[config.mk]
export PLATFORM = sky130hd
export DESIGN_NAME = tdm_channel_status
export DESIGN_NICKNAME = d
export VERILOG_FILES = /design/src/core/tdm_pkg.sv /design/src/core/err_queue_if.sv /design/src/core/err_queue.sv /design/src/core/tdm_channel_status.sv
export SDC_FILE = /design/constraint.sdc
export NUM_CORES = 1
export LEC_CHECK = 0
export BUFFER_PORTS_ARGS = -buffer_cell sky130_fd_sc_hd__buf_4
export CAP_MARGIN = 30
export CORE_MARGIN = 1
export CORE_UTILIZATION = 30
export CTS_CLUSTER_DIAMETER = 40
export DETAILED_ROUTE_END_ITERATION = 8
export PLACE_DENSITY = 0.47
export SLEW_MARGIN = 5
export SYNTH_ARGS = -nofsm -noshare
export SYNTH_HDL_FRONTEND = slang
export SYNTH_SLANG_ARGS = --single-unit
[constraint.sdc]
create_clock -name aclk -period 4.4 [get_ports aclk]
set_input_delay 0.22 -clock aclk [delete_from_list [all_inputs] [get_ports aclk]]
set_output_delay 0.22 -clock aclk [all_outputs]
set_load 0.01 [all_outputs]
[src/core/tdm_pkg.sv]
package tdm_pkg;
    // bus geometry
    localparam int ADDR_W = 8;
    localparam int DATA_W = 32;
    localparam int STRB_W = DATA_W / 8;

    // register byte offsets
    localparam logic [ADDR_W-1:0] OFS_CFG_STATUS = 8'h00;
    localparam logic [ADDR_W-1:0] OFS_ERR_CTRL = 8'h04;
    localparam logic [ADDR_W-1:0] OFS_ERR_COUNT = 8'h08;
    localparam logic [ADDR_W-1:0] OFS_ERR_QUEUE = 8'h0c;
    localparam logic [ADDR_W-1:0] OFS_BUF_BASE = 8'h10;
    localparam logic [ADDR_W-1:0] OFS_FRAME_STRIDE = 8'h14;
    localparam logic [ADDR_W-1:0] OFS_FRAME_LENGTH = 8'h18;
    localparam logic [ADDR_W-1:0] OFS_FRAMES_PER_BUF = 8'h1c;
    localparam logic [ADDR_W-1:0] OFS_TX_TALLY = 8'h20;
    localparam logic [ADDR_W-1:0] OFS_RX_TALLY = 8'h24;
    localparam logic [ADDR_W-1:0] OFS_IRQ_STATUS = 8'h28;
    localparam logic [ADDR_W-1:0] OFS_IRQ_MASK = 8'h2c;
    localparam logic [ADDR_W-1:0] OFS_DMA_CTRL = 8'h30;

    // error control / count fields
    localparam int CTRL_POP_BIT = 0;
    localparam int CTRL_FLUSH_BIT = 1;
    localparam int CTRL_OVCLR_BIT = 8;
    localparam int CNT_OVF_BIT = 8;
    localparam int CNT_W = 5;
    localparam int QUEUE_DEPTH = 16;

    // error entry layout
    localparam int CODE_W = 8;
    localparam int INFO_W = 24;
    localparam int CFG_ID_W = 8;

    // buffer fields
    localparam int STRIDE_W = 12;
    localparam int CHANNEL_FRAMES_PER_BUFFER_W = 8;
    localparam int TALLY_W = 24;
    localparam logic [DATA_W-1:0] BASE_ALIGN_MASK = 32'hffff_fffc;
    localparam logic [STRIDE_W-1:0] FIELD_ALIGN_MASK = 12'hffc;
    localparam logic [DATA_W-1:0] BUF_BASE_RESET = 32'h0000_0000;

    // active configuration encoding
    localparam logic [1:0] CFG_NONE = 2'b00;
    localparam logic [1:0] CFG_A = 2'b01;
    localparam logic [1:0] CFG_B = 2'b10;

    // interrupt status bits
    localparam int IRQ_ERR_BIT = 0;
    localparam int IRQ_OVF_BIT = 1;
    localparam int IRQ_WRAP_BIT = 2;
    localparam int IRQ_W = 3;

    // axi responses
    localparam logic [1:0] RESP_OKAY = 2'b00;
    localparam logic [1:0] RESP_DECERR = 2'b11;

    typedef enum logic [1:0] {CAT_PLAIN, CAT_FRAME, CAT_CONFIG} err_cat_t;
    typedef enum logic {DMA_IDLE, DMA_REQ} dma_state_t;
endpackage

[src/core/err_queue_if.sv]
`timescale 1ns/10ps
interface err_queue_if #(parameter int WIDTH = 32, parameter int CW = 5);
    logic push;
    logic [WIDTH-1:0] push_data;
    logic pop;
    logic flush;
    logic [WIDTH-1:0] head;
    logic [CW-1:0] count;
    logic full;

    modport store (input push, input push_data, input pop, input flush,
        output head, output count, output full);
    modport user (output push, output push_data, output pop, output flush,
        input head, input count, input full);
endinterface

[src/core/err_queue.sv]
`timescale 1ns/10ps
module err_queue
    import tdm_pkg::*;
#(
    parameter int DEPTH = QUEUE_DEPTH,
    parameter int WIDTH = DATA_W,
    parameter int CW = CNT_W
) (
    // clock and reset
    input wire logic aclk,
    input wire logic aresetn,
    // queue port
    err_queue_if.store q
);
    localparam int PW = $clog2(DEPTH);
    localparam logic [CW-1:0] DEPTH_C = CW'(DEPTH);

    logic [WIDTH-1:0] mem_q [DEPTH];
    logic [PW-1:0] wr_q;
    logic [PW-1:0] rd_q;
    logic [CW-1:0] count_q;

    wire empty = (count_q == '0);
    wire do_push = q.push && !q.full;
    wire do_pop = q.pop && !empty;
    wire [PW-1:0] wr_at = q.flush ? '0 : wr_q;

    assign q.full = (count_q == DEPTH_C);
    assign q.count = count_q;
    assign q.head = empty ? '0 : mem_q[rd_q];

    always_ff @(posedge aclk) begin
        if (do_push || (q.flush && q.push)) begin
            mem_q[wr_at] <= q.push_data;
        end
    end

    always_ff @(posedge aclk) begin
        if (!aresetn) begin
            wr_q <= '0;
            rd_q <= '0;
            count_q <= '0;
        end else if (q.flush) begin
            // new entry survives a flush in the same cycle
            wr_q <= q.push ? PW'(1) : '0;
            rd_q <= '0;
            count_q <= q.push ? CW'(1) : '0;
        end else begin
            if (do_push) begin
                wr_q <= PW'(wr_q + 1'b1);
            end
            if (do_pop) begin
                rd_q <= PW'(rd_q + 1'b1);
            end
            if (do_push && !do_pop) begin
                count_q <= CW'(count_q + 1'b1);
            end else if (do_pop && !do_push) begin
                count_q <= CW'(count_q - 1'b1);
            end
        end
    end
endmodule

[src/core/tdm_channel_status.sv]
// Behaviour
// [RL1] config status reads 00 none, 01 config A, 10 config B active.
// [RL2] writing 1 to control bit 8 clears overflow flag; 0 does nothing.
// [RL3] writing 1 to control bit 1 discards all queue entries.
// [RL4] writing 1 to control bit 0 pops the oldest queue entry.
// [RL5] control command bits always read back as zero.
// [RL6] overflow flag, count bit 8, sets when an error entry is lost.
// [RL7] overflow stays set until the overflow-clear command; pops leave it.
// [RL8] count bits 4..0 give the number of unread queue entries.
// [RL9] queue register returns head entry: code 31..24, information 23..0.
// [RL10] category 0 entry carries only the code; information bits zero.
// [RL11] category 1 entry carries captured 24-bit frame tally in 23..0.
// [RL12] category 2 entry: live config id 15..8, buffer config id 7..0.
// [RL13] buffer base address has its two low bits forced to zero.
// [RL14] frame k starts at base plus k times stride, stride word aligned.
// [RL15] transmit moves frame length bytes, word aligned; receive ignores it.
// [RL16] frames per buffer is 1..255; position wraps to base after that.
// [RL17] read-only 24-bit free running tx and rx frame tallies.
// [RL18] popping an empty queue changes nothing.
`timescale 1ns/10ps
module tdm_channel_status
    import tdm_pkg::*;
#(
    parameter bit IS_TX = 1'b1,
    parameter int DEPTH = QUEUE_DEPTH
) (
    // clock and reset
    input wire logic aclk,
    input wire logic aresetn,
    // axi4-lite write address
    input wire logic [ADDR_W-1:0] s_axi_awaddr,
    input wire logic s_axi_awvalid,
    output logic s_axi_awready,
    // axi4-lite write data
    input wire logic [DATA_W-1:0] s_axi_wdata,
    input wire logic [STRB_W-1:0] s_axi_wstrb,
    input wire logic s_axi_wvalid,
    output logic s_axi_wready,
    // axi4-lite write response
    output logic [1:0] s_axi_bresp,
    output logic s_axi_bvalid,
    input wire logic s_axi_bready,
    // axi4-lite read address
    input wire logic [ADDR_W-1:0] s_axi_araddr,
    input wire logic s_axi_arvalid,
    output logic s_axi_arready,
    // axi4-lite read data
    output logic [DATA_W-1:0] s_axi_rdata,
    output logic [1:0] s_axi_rresp,
    output logic s_axi_rvalid,
    input wire logic s_axi_rready,
    // configuration state from the timeslot engine
    input wire logic cfg_a_active,
    input wire logic cfg_b_active,
    // frame boundaries
    input wire logic tx_frame_tick,
    input wire logic rx_frame_tick,
    // error detection
    input wire logic err_valid,
    input wire err_cat_t err_category,
    input wire logic [CODE_W-1:0] fault_code,
    input wire logic err_on_rx,
    input wire logic [CFG_ID_W-1:0] live_config_id,
    input wire logic [CFG_ID_W-1:0] buffer_config_id,
    // frame transfer requests toward memory
    input wire logic frame_start,
    input wire logic [STRIDE_W-1:0] rx_frame_bytes,
    output logic dma_req_valid,
    input wire logic dma_req_ready,
    output logic [DATA_W-1:0] dma_req_addr,
    output logic [STRIDE_W-1:0] dma_req_bytes,
    output logic [CHANNEL_FRAMES_PER_BUFFER_W-1:0] dma_req_frame,
    // interrupt
    output logic irq
);
    // bus handshake state
    logic aw_held_q;
    logic w_held_q;
    logic [ADDR_W-1:0] awaddr_q;
    logic [DATA_W-1:0] wdata_q;
    logic [STRB_W-1:0] wstrb_q;
    logic bvalid_q;
    logic [1:0] bresp_q;
    logic rvalid_q;
    logic [DATA_W-1:0] rdata_q;
    logic [1:0] rresp_q;

    // software registers
    logic [DATA_W-1:0] base_q;
    logic [STRIDE_W-1:0] stride_q;
    logic [STRIDE_W-1:0] length_q;
    logic [CHANNEL_FRAMES_PER_BUFFER_W-1:0] fpb_q;
    logic [IRQ_W-1:0] irq_mask_q;
    logic [IRQ_W-1:0] irq_stat_q;
    logic [IRQ_W-1:0] irq_stat_d;
    logic dma_en_q;

    // block state
    logic ovf_q;
    logic [TALLY_W-1:0] tx_tally_q;
    logic [TALLY_W-1:0] rx_tally_q;
    logic [CHANNEL_FRAMES_PER_BUFFER_W-1:0] frame_idx_q;
    logic [DATA_W-1:0] frame_ofs_q;
    dma_state_t dma_state_q;

    err_queue_if #(.WIDTH(DATA_W), .CW(CNT_W)) eq ();

    err_queue #(.DEPTH(DEPTH), .WIDTH(DATA_W), .CW(CNT_W)) u_queue (
        .aclk(aclk),
        .aresetn(aresetn),
        .q(eq)
    );

    // byte-lane merge for register writes
    function automatic logic [DATA_W-1:0] merge(input logic [DATA_W-1:0] old,
        input logic [DATA_W-1:0] val, input logic [STRB_W-1:0] strb);
        logic [DATA_W-1:0] res;
        res = old;
        for (int i = 0; i < STRB_W; i++) begin
            if (strb[i]) begin
                res[i*8 +: 8] = val[i*8 +: 8];
            end
        end
        return res;
    endfunction

    // write channel
    wire do_write = aw_held_q && w_held_q && !bvalid_q;
    wire aw_take = s_axi_awvalid && s_axi_awready;
    wire w_take = s_axi_wvalid && s_axi_wready;
    wire ar_take = s_axi_arvalid && s_axi_arready;
    wire [DATA_W-1:0] wmerge_base = merge(base_q, wdata_q, wstrb_q);
    wire [DATA_W-1:0] wmerge_stride = merge({{(DATA_W-STRIDE_W){1'b0}}, stride_q},
        wdata_q, wstrb_q);
    wire [DATA_W-1:0] wmerge_length = merge({{(DATA_W-STRIDE_W){1'b0}}, length_q},
        wdata_q, wstrb_q);
    wire [DATA_W-1:0] wmerge_fpb = merge({{(DATA_W-CHANNEL_FRAMES_PER_BUFFER_W){1'b0}}, fpb_q},
        wdata_q, wstrb_q);
    wire [DATA_W-1:0] wmerge_mask = merge({{(DATA_W-IRQ_W){1'b0}}, irq_mask_q},
        wdata_q, wstrb_q);
    wire [DATA_W-1:0] wmerge_dma = merge({{(DATA_W-1){1'b0}}, dma_en_q},
        wdata_q, wstrb_q);
    wire [DATA_W-1:0] wcmd = merge('0, wdata_q, wstrb_q);

    wire wr_ctrl = do_write && (awaddr_q == OFS_ERR_CTRL);
    wire wr_base = do_write && (awaddr_q == OFS_BUF_BASE);
    wire wr_stride = do_write && (awaddr_q == OFS_FRAME_STRIDE);
    wire wr_length = do_write && (awaddr_q == OFS_FRAME_LENGTH);
    wire wr_fpb = do_write && (awaddr_q == OFS_FRAMES_PER_BUF);
    wire wr_mask = do_write && (awaddr_q == OFS_IRQ_MASK);
    wire wr_dma = do_write && (awaddr_q == OFS_DMA_CTRL);
    wire wr_ro = (awaddr_q == OFS_CFG_STATUS) || (awaddr_q == OFS_ERR_COUNT) ||
        (awaddr_q == OFS_ERR_QUEUE) || (awaddr_q == OFS_TX_TALLY) ||
        (awaddr_q == OFS_RX_TALLY) || (awaddr_q == OFS_IRQ_STATUS);
    wire wr_hit = wr_ctrl || wr_base || wr_stride || wr_length || wr_fpb ||
        wr_mask || wr_dma || (do_write && wr_ro);

    wire ovf_clear_cmd = wr_ctrl && wcmd[CTRL_OVCLR_BIT]; // [RL2]
    wire queue_flush_cmd = wr_ctrl && wcmd[CTRL_FLUSH_BIT]; // [RL3]
    wire queue_drop_head_cmd = wr_ctrl && wcmd[CTRL_POP_BIT]; // [RL4]

    // configuration status encoding
    wire [1:0] config_select_state = (cfg_a_active && !cfg_b_active) ? CFG_A :
        (cfg_b_active && !cfg_a_active) ? CFG_B : CFG_NONE; // [RL1]

    // error entry formatting
    wire [TALLY_W-1:0] captured_frame_number = err_on_rx ? rx_tally_q : tx_tally_q; // [RL11]
    wire [DATA_W-1:0] entry_plain = {fault_code, {INFO_W{1'b0}}}; // [RL10]
    wire [DATA_W-1:0] entry_frame = {fault_code, captured_frame_number}; // [RL11]
    wire [DATA_W-1:0] entry_config = {fault_code, {CFG_ID_W{1'b0}},
        live_config_id, buffer_config_id}; // [RL12]
    wire [DATA_W-1:0] entry = (err_category == CAT_FRAME) ? entry_frame :
        (err_category == CAT_CONFIG) ? entry_config : entry_plain;
    wire entry_lost = err_valid && eq.full && !queue_flush_cmd; // [RL6]

    assign eq.push = err_valid;
    assign eq.push_data = entry;
    assign eq.pop = queue_drop_head_cmd; // [RL4] [RL18]
    assign eq.flush = queue_flush_cmd; // [RL3]

    // buffer geometry, word aligned
    wire [DATA_W-1:0] buffer_base = base_q & BASE_ALIGN_MASK; // [RL13]
    wire [STRIDE_W-1:0] frame_stride = stride_q & FIELD_ALIGN_MASK; // [RL14]
    wire [STRIDE_W-1:0] frame_length = length_q & FIELD_ALIGN_MASK; // [RL15]
    wire frame_done = (dma_state_q == DMA_REQ) && dma_req_ready;
    wire last_frame = (CHANNEL_FRAMES_PER_BUFFER_W'(frame_idx_q + 1'b1) >= fpb_q); // [RL16]

    // read decode
    wire [DATA_W-1:0] cnt_word = {{(DATA_W-CNT_OVF_BIT-1){1'b0}}, ovf_q,
        {(CNT_OVF_BIT-CNT_W){1'b0}}, eq.count}; // [RL8]
    wire rd_irq_stat = (s_axi_araddr == OFS_IRQ_STATUS);
    // map is contiguous words from offset zero up to the dma control word
    wire rd_hit = (s_axi_araddr <= OFS_DMA_CTRL) && (s_axi_araddr[1:0] == '0);
    wire [DATA_W-1:0] rd_word =
        (s_axi_araddr == OFS_CFG_STATUS) ? {{(DATA_W-2){1'b0}}, config_select_state} :
        (s_axi_araddr == OFS_ERR_COUNT) ? cnt_word :
        (s_axi_araddr == OFS_ERR_QUEUE) ? eq.head : // [RL9]
        (s_axi_araddr == OFS_BUF_BASE) ? buffer_base :
        (s_axi_araddr == OFS_FRAME_STRIDE) ? {{(DATA_W-STRIDE_W){1'b0}}, frame_stride} :
        (s_axi_araddr == OFS_FRAME_LENGTH) ? {{(DATA_W-STRIDE_W){1'b0}}, frame_length} :
        (s_axi_araddr == OFS_FRAMES_PER_BUF) ? {{(DATA_W-CHANNEL_FRAMES_PER_BUFFER_W){1'b0}}, fpb_q} :
        (s_axi_araddr == OFS_TX_TALLY) ? {{(DATA_W-TALLY_W){1'b0}}, tx_tally_q} :
        (s_axi_araddr == OFS_RX_TALLY) ? {{(DATA_W-TALLY_W){1'b0}}, rx_tally_q} :
        rd_irq_stat ? {{(DATA_W-IRQ_W){1'b0}}, irq_stat_q} :
        (s_axi_araddr == OFS_IRQ_MASK) ? {{(DATA_W-IRQ_W){1'b0}}, irq_mask_q} :
        (s_axi_araddr == OFS_DMA_CTRL) ? {{(DATA_W-1){1'b0}}, dma_en_q} :
        '0; // [RL5]

    // interrupt events
    wire [IRQ_W-1:0] irq_evt = {frame_done && last_frame, entry_lost,
        err_valid && !entry_lost};

    // bus outputs
    assign s_axi_awready = !aw_held_q && !bvalid_q;
    assign s_axi_wready = !w_held_q && !bvalid_q;
    assign s_axi_bvalid = bvalid_q;
    assign s_axi_bresp = bresp_q;
    assign s_axi_arready = !rvalid_q;
    assign s_axi_rvalid = rvalid_q;
    assign s_axi_rdata = rdata_q;
    assign s_axi_rresp = rresp_q;

    // transfer request outputs
    assign dma_req_valid = (dma_state_q == DMA_REQ);
    assign dma_req_addr = buffer_base + frame_ofs_q; // [RL14]
    assign dma_req_bytes = IS_TX ? frame_length : rx_frame_bytes; // [RL15]
    assign dma_req_frame = frame_idx_q;
    assign irq = |(irq_stat_q & irq_mask_q);

    always_ff @(posedge aclk) begin
        if (!aresetn) begin
            aw_held_q <= 1'b0;
            w_held_q <= 1'b0;
            awaddr_q <= '0;
            wdata_q <= '0;
            wstrb_q <= '0;
        end else begin
            if (aw_take) begin
                aw_held_q <= 1'b1;
                awaddr_q <= s_axi_awaddr;
            end else if (do_write) begin
                aw_held_q <= 1'b0;
            end
            if (w_take) begin
                w_held_q <= 1'b1;
                wdata_q <= s_axi_wdata;
                wstrb_q <= s_axi_wstrb;
            end else if (do_write) begin
                w_held_q <= 1'b0;
            end
        end
    end

    always_ff @(posedge aclk) begin
        if (!aresetn) begin
            bvalid_q <= 1'b0;
            bresp_q <= RESP_OKAY;
        end else if (do_write) begin
            bvalid_q <= 1'b1;
            bresp_q <= wr_hit ? RESP_OKAY : RESP_DECERR;
        end else if (s_axi_bready) begin
            bvalid_q <= 1'b0;
        end
    end

    always_ff @(posedge aclk) begin
        if (!aresetn) begin
            rvalid_q <= 1'b0;
            rdata_q <= '0;
            rresp_q <= RESP_OKAY;
        end else if (ar_take) begin
            rvalid_q <= 1'b1;
            rdata_q <= rd_word;
            rresp_q <= rd_hit ? RESP_OKAY : RESP_DECERR;
        end else if (s_axi_rready) begin
            rvalid_q <= 1'b0;
        end
    end

    always_ff @(posedge aclk) begin
        if (!aresetn) begin
            base_q <= BUF_BASE_RESET;
            stride_q <= '0;
            length_q <= '0;
            fpb_q <= '0;
            irq_mask_q <= '0;
            dma_en_q <= 1'b0;
        end else begin
            if (wr_base) begin
                base_q <= wmerge_base & BASE_ALIGN_MASK; // [RL13]
            end
            if (wr_stride) begin
                stride_q <= wmerge_stride[STRIDE_W-1:0] & FIELD_ALIGN_MASK; // [RL14]
            end
            if (wr_length) begin
                length_q <= wmerge_length[STRIDE_W-1:0] & FIELD_ALIGN_MASK; // [RL15]
            end
            if (wr_fpb) begin
                fpb_q <= wmerge_fpb[CHANNEL_FRAMES_PER_BUFFER_W-1:0];
            end
            if (wr_mask) begin
                irq_mask_q <= wmerge_mask[IRQ_W-1:0];
            end
            if (wr_dma) begin
                dma_en_q <= wmerge_dma[0];
            end
        end
    end

    // overflow flag, set wins over clear
    always_ff @(posedge aclk) begin
        if (!aresetn) begin
            ovf_q <= 1'b0;
        end else if (entry_lost) begin
            ovf_q <= 1'b1; // [RL6]
        end else if (ovf_clear_cmd) begin
            ovf_q <= 1'b0; // [RL7]
        end
    end

    // free running frame tallies
    always_ff @(posedge aclk) begin
        if (!aresetn) begin
            tx_tally_q <= '0;
            rx_tally_q <= '0;
        end else begin
            if (tx_frame_tick) begin
                tx_tally_q <= TALLY_W'(tx_tally_q + 1'b1); // [RL17]
            end
            if (rx_frame_tick) begin
                rx_tally_q <= TALLY_W'(rx_tally_q + 1'b1); // [RL17]
            end
        end
    end

    // read of status clears it; new events win
    always_comb begin
        irq_stat_d = irq_stat_q;
        if (ar_take && rd_irq_stat) begin
            irq_stat_d = '0;
        end
        irq_stat_d = irq_stat_d | irq_evt;
    end

    always_ff @(posedge aclk) begin
        if (!aresetn) begin
            irq_stat_q <= '0;
        end else begin
            irq_stat_q <= irq_stat_d;
        end
    end

    // frame transfer sequencer
    always_ff @(posedge aclk) begin
        if (!aresetn) begin
            dma_state_q <= DMA_IDLE;
            frame_idx_q <= '0;
            frame_ofs_q <= '0;
        end else begin
            case (dma_state_q)
                DMA_IDLE: begin
                    if (dma_en_q && frame_start) begin
                        dma_state_q <= DMA_REQ;
                    end
                end
                DMA_REQ: begin
                    if (dma_req_ready) begin
                        dma_state_q <= DMA_IDLE;
                        if (last_frame) begin
                            frame_idx_q <= '0; // [RL16]
                            frame_ofs_q <= '0;
                        end else begin
                            frame_idx_q <= CHANNEL_FRAMES_PER_BUFFER_W'(frame_idx_q + 1'b1);
                            frame_ofs_q <= frame_ofs_q + {{(DATA_W-STRIDE_W){1'b0}},
                                frame_stride}; // [RL14]
                        end
                    end
                end
                default: begin
                    dma_state_q <= DMA_IDLE;
                end
            endcase
        end
    end
endmodule

# After elaboration in Yosys (flattened, before gate mapping)
# Memories as Yosys holds them, arrays and structs flattened. A register that Yosys moved wholly into a read port is not among the register bits.
# Index checks and enable logic that the tools add are counted.
dict set report classes {
  reduce_logical 83
  bitwise 4
  n_eq_ne 26
  order_cmp 2
  muxes 49
  n_addsub 9
}
# op count
set ops {}
lappend ops {{32-bit two-way mux} 6}
lappend ops {{24-bit two-way mux} 7}
lappend ops {{8-bit by 6-bit == test with 1-bit output, second input constant} 10}
lappend ops {{8-bit by 5-bit == test with 1-bit output, second input constant} 8}
lappend ops {{24-bit by 1-bit adder with 24-bit output, second input constant} 2}
lappend ops {{1-bit logical AND} 33}
lappend ops {{32-bit by 12-bit adder with 32-bit output} 1}
lappend ops {{32-bit adder} 1}
lappend ops {{8-bit by 4-bit == test with 1-bit output, second input constant} 4}
lappend ops {{2-bit AND reduction} 12}
lappend ops {{4-bit two-way mux} 5}
lappend ops {{1-bit two-way mux} 17}
lappend ops {{8-bit zero test} 2}
lappend ops {{16-bit two-way mux} 1}
lappend ops {{5-bit two-way mux} 3}
lappend ops {{1-bit logical OR} 13}
lappend ops {{1-bit zero test} 12}
lappend ops {{2-bit nonzero test} 6}
lappend ops {{2-bit two-way mux} 5}
lappend ops {{3-bit two-way mux} 3}
lappend ops {{4-bit by 1-bit adder with 4-bit output, second input constant} 2}
lappend ops {{8-bit by 1-bit adder with 8-bit output, second input constant} 1}
lappend ops {{8-bit by 3-bit == test with 1-bit output, second input constant} 1}
lappend ops {{8-bit greater-or-equal comparator} 1}
lappend ops {{other kinds (16)} 17}
dict set report word_totals {
  n_memories 1
  out_inout_bits 95
  input_bits 105
  reg_bits 252
  mem_bits_rw 512
}
# memory words width rd rd_ports_with_merged_regs write_ports line_no
set memory_table {}
lappend memory_table {u_queue.mem_q 16 32 1 1 1 err_queue.sv:18} ;# logic [WIDTH-1:0] mem_q [DEPTH];

# Logic depth before layout (Yosys ltp)
# Gate-level depths: netlist of run 1.
dict set report depth {
  word_depth 13
  depth_mapped 12
}

# By module
# From an unflattened synthesis of run 1, not the netlist that was laid out.
dict set report hier_totals {
  hier_cells 2473
  area_unflattened_um2 33424.6
}
# module area_per_inst_um2 n_inst cells_each
set by_module_without_submodules {}
lappend by_module_without_submodules {err_queue 20497.2 1 921}
lappend by_module_without_submodules {tdm_channel_status 12927.4 1 1552}

# Least setup slack after synthesis of run 1
# No wires, ideal clock.
dict set report synth_timing {
  path_kind {register -> register}
  from {reg bvalid_q (netlist: s_axi_bvalid)}
  to {mem u_queue.mem_q[8][0], enable pin}
  setup_ns 0.502
  synth_period_minus_slack_ns 4.831
  setup_slack_ns -0.431
  path_stages_with_launch 6
  t_arrival_ns 4.329
  path_cell_list {dfxtp_1 and3b_1 and3_1 nand3_1 nand4_1 nor4_1}
}
dict set report synth_between {
  elab_chain_cells 8
  word_cells_on_any_way 9
  classes_between {3 x mux; 6 x reduce/logical}
}
# item line_no
set synth_lines {}
lappend synth_lines {{start: declaration} tdm_channel_status.sv:82} ;# logic bvalid_q;
lappend synth_lines {{start signal: assignment} tdm_channel_status.sv:256} ;# bvalid_q <= 1'b0;
lappend synth_lines {{start signal: assignment} tdm_channel_status.sv:259} ;# bvalid_q <= 1'b1;
lappend synth_lines {{start signal: assignment} tdm_channel_status.sv:262} ;# bvalid_q <= 1'b0;
lappend synth_lines {{1-bit zero test (*)} tdm_channel_status.sv:128} ;# wire do_write = aw_held_q && w_held_q && !bvalid_q;
lappend synth_lines {{1-bit logical AND (*)} tdm_channel_status.sv:128}
lappend synth_lines {{1-bit logical AND (*)} tdm_channel_status.sv:145} ;# wire wr_ctrl = do_write && (awaddr_q == OFS_ERR_CTRL);
lappend synth_lines {{1-bit logical AND (*)} tdm_channel_status.sv:159} ;# wire queue_flush_cmd = wr_ctrl && wcmd[CTRL_FLUSH_BIT];
lappend synth_lines {{1-bit logical AND} err_queue.sv:33} ;# if (do_push || (q.flush && q.push)) begin
lappend synth_lines {{1-bit logical OR} err_queue.sv:33}
lappend synth_lines {{1-bit two-way mux} err_queue.sv:33}
lappend synth_lines {{1-bit two-way mux (not written as such)} err_queue.sv:34} ;# mem_q[wr_at] <= q.push_data;
lappend synth_lines {{end: declaration} err_queue.sv:18}
# Mark *: on every way between the ends. The rest lies on a longest branch, timed or not.

# Final worst setup path of run 1
dict set report layout_timing {
  from {reg base_q[2]}
  to {out dma_req_addr[22]}
}
dict set report layout_between {
  elab_chain_cells 1
}
# item line_no
set layout_lines {}
lappend layout_lines {{start: declaration} tdm_channel_status.sv:89} ;# logic [DATA_W-1:0] base_q;
lappend layout_lines {{start signal: assignment} tdm_channel_status.sv:290} ;# base_q <= wmerge_base & BASE_ALIGN_MASK;
lappend layout_lines {{32-bit adder} tdm_channel_status.sv:225} ;# assign dma_req_addr = buffer_base + frame_ofs_q;
lappend layout_lines {{end: declaration} tdm_channel_status.sv:70} ;# output logic [DATA_W-1:0] dma_req_addr,
# No other way between the ends.

==> run_results.csv, run 1 <==
group,metric,value,unit
sta,skew,0.02457,ns
routing,avgViaCountPerCell,5.078,
sta,tightest_slew,1.124,ns
die,die_area,111200,um^2
routing,ant_nets,0,
sta,finalHoldViolCount,0,
sta,setup_violations,0,
finish,fillCellCount,10176,
worst_hold_path,min_path_type,"in2reg",
routing,drt_iter0_drc,1529,
clocking,root_buffer,"clkbuf_16",
synth,ys_seq_area_frac,0.6196,
sta,fin_crit_sh,0.9151,
place,detailed_place.area,36300,um^2
global_route,grt_max_degree,79,
finish,postLayoutCoreUtil,0.3766,
synth,synth_area,32960,um^2
synth,synth.largest_area_cell,"edfxtp_1",
routing,vias,21078,
die,coreArea,108900,um^2
clocking,cts_buffer_depth,3,
place,dp.cells,3862,
worst_setup_path,worstSetupStartpoint,"base_q[2]",
clocking,cts_tree,"built",
pwr,power_density,436.7,nW/um^2
die,io_pins,200,
sta,rsz0062_at_grt,"no",
clocking,htreeDepth,3,
worst_setup_path,cp_max_fo,4,
die,die_w,333.4,um
synth,ys_top_cells_by_count,"edfxtp_1 (512), dfxtp_1 (252), nand2_1 (215)",
global_route,grt-ovfl-total,0,
worst_setup_path,setup.worst_path.start_class,"register",
global_route,grt_pass1_wl,141.0,mm
routing,drt_pre_antenna_iters,8,
clocking,clock_latency,0.69,ns
place,io_buffers,183,
pwr,power,17.90,mW
clocking,cts_buffers,115,
finish,final_area,40990,um^2
finish,final_nets,2797,
job,max_cap_viol_count,0,
finish,diodes,0,
worst_setup_path,crit_arrival,3.81,ns
routing,route.detailed.drc,0,
clocking,post-cts-setup-buffers,0,
finish,drive_gt1_frac,0.2389,
place,place_ws,1.088,ns
synth,synth.avg_cell_area,14.18,um^2
pwr,peakVddDrop,330.8,uV
synth,synth_ff_type,"edfxtp_1",
sta,tns,0,ns
clocking,clock_sinks,764,
worst_hold_path,hp-start,"s_axi_awvalid",
sta,finalMaxSlewViolations,0,
worst_setup_path,critPathKind,"reg2out",
worst_setup_path,reg2reg_from,"s_axi_bvalid",
synth,synth.most_common_cell,"edfxtp_1",
pwr,power.leakage,14.68,nW
finish,regArea,20430,um^2
synth,synth_edf_count,512,
die,die_h,333.4,um
die,num_rows,121,
sta,worst_slack,0.3735,ns
routing,detail_route.wl_per_cell,22.79,um
routing,wirelength,94.61,mm
synth,ys_top_cells_by_area,"edfxtp_1 (47%), dfxtp_1 (15%), mux4_2 (11%)",
global_route,grt_pass1_vias,21863,
place,place_congestion,0.8172,
global_route,antenna_found_initial,8,
finish,area.growth.synth_to_final,24.39,%
die,floorplan.initialDensity,0.3028,
finish,multi_input_area,11980,um^2
synth,synthArstFlopShare,0,
sta,fmax,248.4,MHz
worst_setup_path,endpoint_kind,"primary output",
synth,yosys_warnings,0,
sta,max_slew_margin,0.2505,
synth,yosysUniqueCellTypes,75,
synth,synthCells,2324,
sta,final.hold.worst_slack,0.03337,ns
outcome,status,"finished, final reports clean",
synth,ys_seq_elements,764,
place,hpwl,63.04,mm
clocking,path_clk_slew,0.06,ns
synth,synth_top_area_frac,0.4665,
sta,fin_crit,4.026,ns
global_route,grt_usage,0.1694,
finish,fin_cells,4151,
worst_setup_path,required,4.18,ns
-- power breakdown --
group | leakage, nW | switching, mW | internal, mW | total, mW
registers | 7.00 | 0.0861 | 7.75 | 7.84
clock network | 1.93 | 3.59 | 5.72 | 9.32
logic | 5.75 | 0.446 | 0.308 | 0.754
total | 14.7 | 4.12 | 13.8 | 17.9
-- final cells by class --
type / count / area share
Sequential cell: 764 / 0.4984
Multi-Input combinational cell: 1407 / 0.2923
Tap cell: 1414 / 0.04316
Inverter: 29 / 0.002655
Timing Repair Buffer: 317 / 0.06590
Clock inverter: 91 / 0.02417
Clock buffer: 129 / 0.07346
-- layout by cell type, fill, tap and decap left out, types with 17 or more instances in the layout --
| cell type | count |
|---|---|
| and3_1 | 26 |
| a222oi_1 | 19 |
| dfxtp_1 | 248 |
| a21boi_0 | 70 |
| xnor2_1 | 60 |
| inv_1 | 29 |
| nor2b_1 | 64 |
| clkbuf_16 | 116 |
| mux2i_1 | 80 |
| nand3_1 | 65 |
| buf_4 | 239 |
| a21oi_1 | 58 |
| o21ai_0 | 59 |
| xor2_1 | 44 |
| nor2_1 | 88 |
| mux4_2 | 158 |
| or3_1 | 17 |
| dlygate4sd3_1 | 63 |
| nand4_1 | 28 |
| nand2_1 | 215 |
| inv_6 | 18 |
| and2_1 | 50 |
| a21o_1 | 30 |
| ha_1 | 55 |
| edfxtp_1 | 512 |
-- cell families after synthesis --
logic type / count (synthesis) / synth area share
AO/OA/AOI/OAI: 367 / 0.07798
XOR/XNOR: 105 / 0.02847
adder cells (fa/ha/maj): 58 / 0.02270
buffers and inverters: 156 / 0.02065
flip-flops: 764 / 0.6196
multiplexers: 245 / 0.1347
other: 1 / 0.0001138
AND/OR/NAND/NOR: 628 / 0.09579
-- per-layer routing --
layer  global-route usage  wire length [um]  part of all wire
met1               0.2181             40850              0.43
met2               0.2899             46750              0.49
met3              0.02419              4463             0.047
met4              0.05932              2543             0.027
met5                    0                 0                 0
-- registers in the layout, indices dropped and copies added, names as in the netlist, 10 cells and up, named ones only --
register,count
length_q,10
stride_q,10
tx_tally_q,24
frame_ofs_q,30
u_queue.mem_q,512
wdata_q,32
base_q,30
s_axi_rdata,32
rx_tally_q,24
-- worst paths after layout --
kind,endpoint,slack [ns],cells after the start
worst min register to register,s_axi_rdata[26],0.45,2
worst max-delay path,dma_req_addr[22],0.37,11
worst max register to register,u_queue.mem_q[1][5],1.10,8
worst min-delay path,awaddr_q[6],0.03,4
-- critical path, stage by stage (launching register included) --
cell      delay (ns)
dfxtp_1         0.39
ha_1            0.22
inv_1           0.07
fa_1            0.40
nor2b_1         0.16
o31a_1          0.22
o21ai_1         0.20
o31ai_1         0.63
a311oi_1        0.27
a21oi_1         0.21
xor2_1          0.18
buf_4           0.15
-- repair_timing --
item                      in CTS  in global routing
hold endpoints to repair     191                  0
hold buffers                  63                  0
gates resized for setup        0                  0
(Power assumes the default switching activity.)
==> run 2: changes to the inputs <==
--- a/config.mk
+++ b/config.mk
@@ -9,8 +9,10 @@
 export CAP_MARGIN = 30
 export CORE_MARGIN = 1
 export CORE_UTILIZATION = 30
+export CTS_BUF_LIST = sky130_fd_sc_hd__clkbuf_8
 export CTS_CLUSTER_DIAMETER = 40
 export DETAILED_ROUTE_END_ITERATION = 8
+export MAX_ROUTING_LAYER = met4
 export PLACE_DENSITY = 0.47
 export SLEW_MARGIN = 5
 export SYNTH_ARGS = -nofsm -noshare
==> run_results.csv, run 2 (synthesized netlist as in run 1, its figures left out) <==
group,metric,value,unit
sta,finalHoldViolCount,0,
finish,drive_gt1_frac,0.2310,
routing,drt_pre_antenna_iters,5,
finish,final_nets,2862,
worst_setup_path,required,4.18,ns
finish,regArea,20430,um^2
die,io_pins,200,
place,place_congestion,0.8298,
die,floorplan.initialDensity,0.3028,
worst_setup_path,cp_max_fo,4,
worst_setup_path,setup.worst_path.start_class,"register",
worst_hold_path,min_path_type,"in2reg",
sta,fin_crit,4.144,ns
clocking,ctsHoldBuffers,99,
sta,rsz0062_at_grt,"no",
global_route,grt_usage,0.1759,
outcome,status,"finished, final reports clean",
worst_setup_path,crit_arrival,3.92,ns
clocking,cts_resized,0,
global_route,grt_pass1_vias,22163,
pwr,power,15.69,mW
sta,finalMaxSlewViolations,0,
die,die_w,333.4,um
pwr,power.leakage,14.55,nW
routing,route.detailed.drc,0,
clocking,post-cts-setup-buffers,0,
pwr,power_density,389.0,nW/um^2
finish,largest_reg_flops,512,
global_route,grt_pass1_wl,141.3,mm
die,coreArea,108900,um^2
sta,skew,0.04221,ns
routing,wirelength,95.11,mm
clocking,htreeDepth,4,
routing,ant_nets,0,
global_route,antenna_found_initial,8,
global_route,grt_max_degree,79,
worst_setup_path,critPathKind,"reg2out",
finish,area.growth.synth_to_final,22.36,%
place,io_buffers,183,
place,hpwl,63.04,mm
finish,fillCellCount,10292,
worst_setup_path,endpoint_kind,"primary output",
finish,multi_input_area,11980,um^2
die,die_area,111200,um^2
routing,avgViaCountPerCell,5.036,
die,num_rows,121,
finish,top_register,"u_queue.mem_q",
sta,tns,0,ns
die,die_h,333.4,um
clocking,cts_buffer_depth,3,
routing,detail_route.wl_per_cell,22.48,um
finish,final_cell_mix,"edfxtp_1 (512), dfxtp_1 (248), buf_4 (239)",
clocking,clock_sinks,764,
sta,setup_violations,0,
clocking,cts_buffers,144,
clocking,clock_latency,0.82,ns
sta,max_slew_margin,0.2650,
finish,postLayoutCoreUtil,0.3705,
pwr,peakVddDrop,178.0,uV
sta,final.hold.worst_slack,0.07276,ns
global_route,grt-ovfl-total,0,
clocking,path_clk_slew,0.06,ns
clocking,cts_tree,"built",
sta,tightest_slew,1.102,ns
job,max_cap_viol_count,0,
routing,drt_iter0_drc,1471,
routing,vias,21309,
clocking,root_buffer,"clkbuf_8",
sta,fmax,241.3,MHz
sta,fin_crit_sh,0.9419,
finish,final_common_cell,"edfxtp_1",
==> run 2: cell types whose count changed in the layout (fill, tap and decap cells not counted), sizes merged, moves of 3 or more <==
cell / before / now
clkbuf: 130 / 157
clkinvlp: 12 / 8
inv: 54 / 77
diode: 0 / 3
clkinv: 42 / 38
dlygate4sd3: 63 / 99
==> run 2: routing by layer <==
metal / wire [um] / global-route usage / vias up
met5: 0 / - / -
met4: 2550 / 0.06246 / 0
met3: 4613 / 0.02832 / 165
met2: 46940 / 0.2909 / 615
met1: 41000 / 0.2174 / 10839
li1: - / - / 9690
==> run 2: final timing paths <==
check                           slack, ns                   to  depth (start not counted)               from
worst max register to register       1.13   u_queue.q.count[4]                         12        awaddr_q[0]
worst min register to register       0.45      s_axi_rdata[26]                          2    s_axi_rdata[26]
worst max-delay path                 0.26     dma_req_addr[22]                         11          base_q[2]
worst min-delay path                 0.07  u_queue.mem_q[0][9]                          4  live_config_id[1]
==> run 2: power by group <==
part | internal, mW | total, mW | switching [mW]
clock | 3.95 | 7.07 | 3.11
sequential | 7.75 | 7.83 | 0.0864
combinational | 0.331 | 0.783 | 0.452
==> run 2: metrics by stage <==
step / setup slack, ns / std cells / instance area (um^2)
after detailed placement: 1.088 / 3862 / 36300
after floorplan: 0.07306 / 2327 / 32970
after global routing: 0.06396 / 4230 / 40320
after CTS: 0.1863 / 4222 / 40250
final: 0.2555 / 4231 / 40320
after global placement: 1.154 / 3859 / 36240
==> run 2: layout make-up <==
cell class | instances | share of cell area
Timing Repair Buffer | 353 | 0.07593
Antenna cell | 3 | 0.0001862
Tap cell | 1414 | 0.04387
Clock inverter | 105 | 0.02029
Clock buffer | 156 | 0.05324
Inverter | 29 | 0.002699
Multi-Input combinational cell | 1407 | 0.2972
Sequential cell | 764 | 0.5066
==> run 2: worst max-delay path, cell delays in order, from the launching register on <==
cell and delay [ns]:
dfxtp_1 0.39, ha_1 0.23, inv_1 0.07, fa_1 0.41
nor2b_1 0.16, o31a_1 0.22, o21ai_1 0.20, o31ai_1 0.64
a311oi_1 0.27, a21oi_1 0.21, xor2_1 0.18, buf_4 0.15
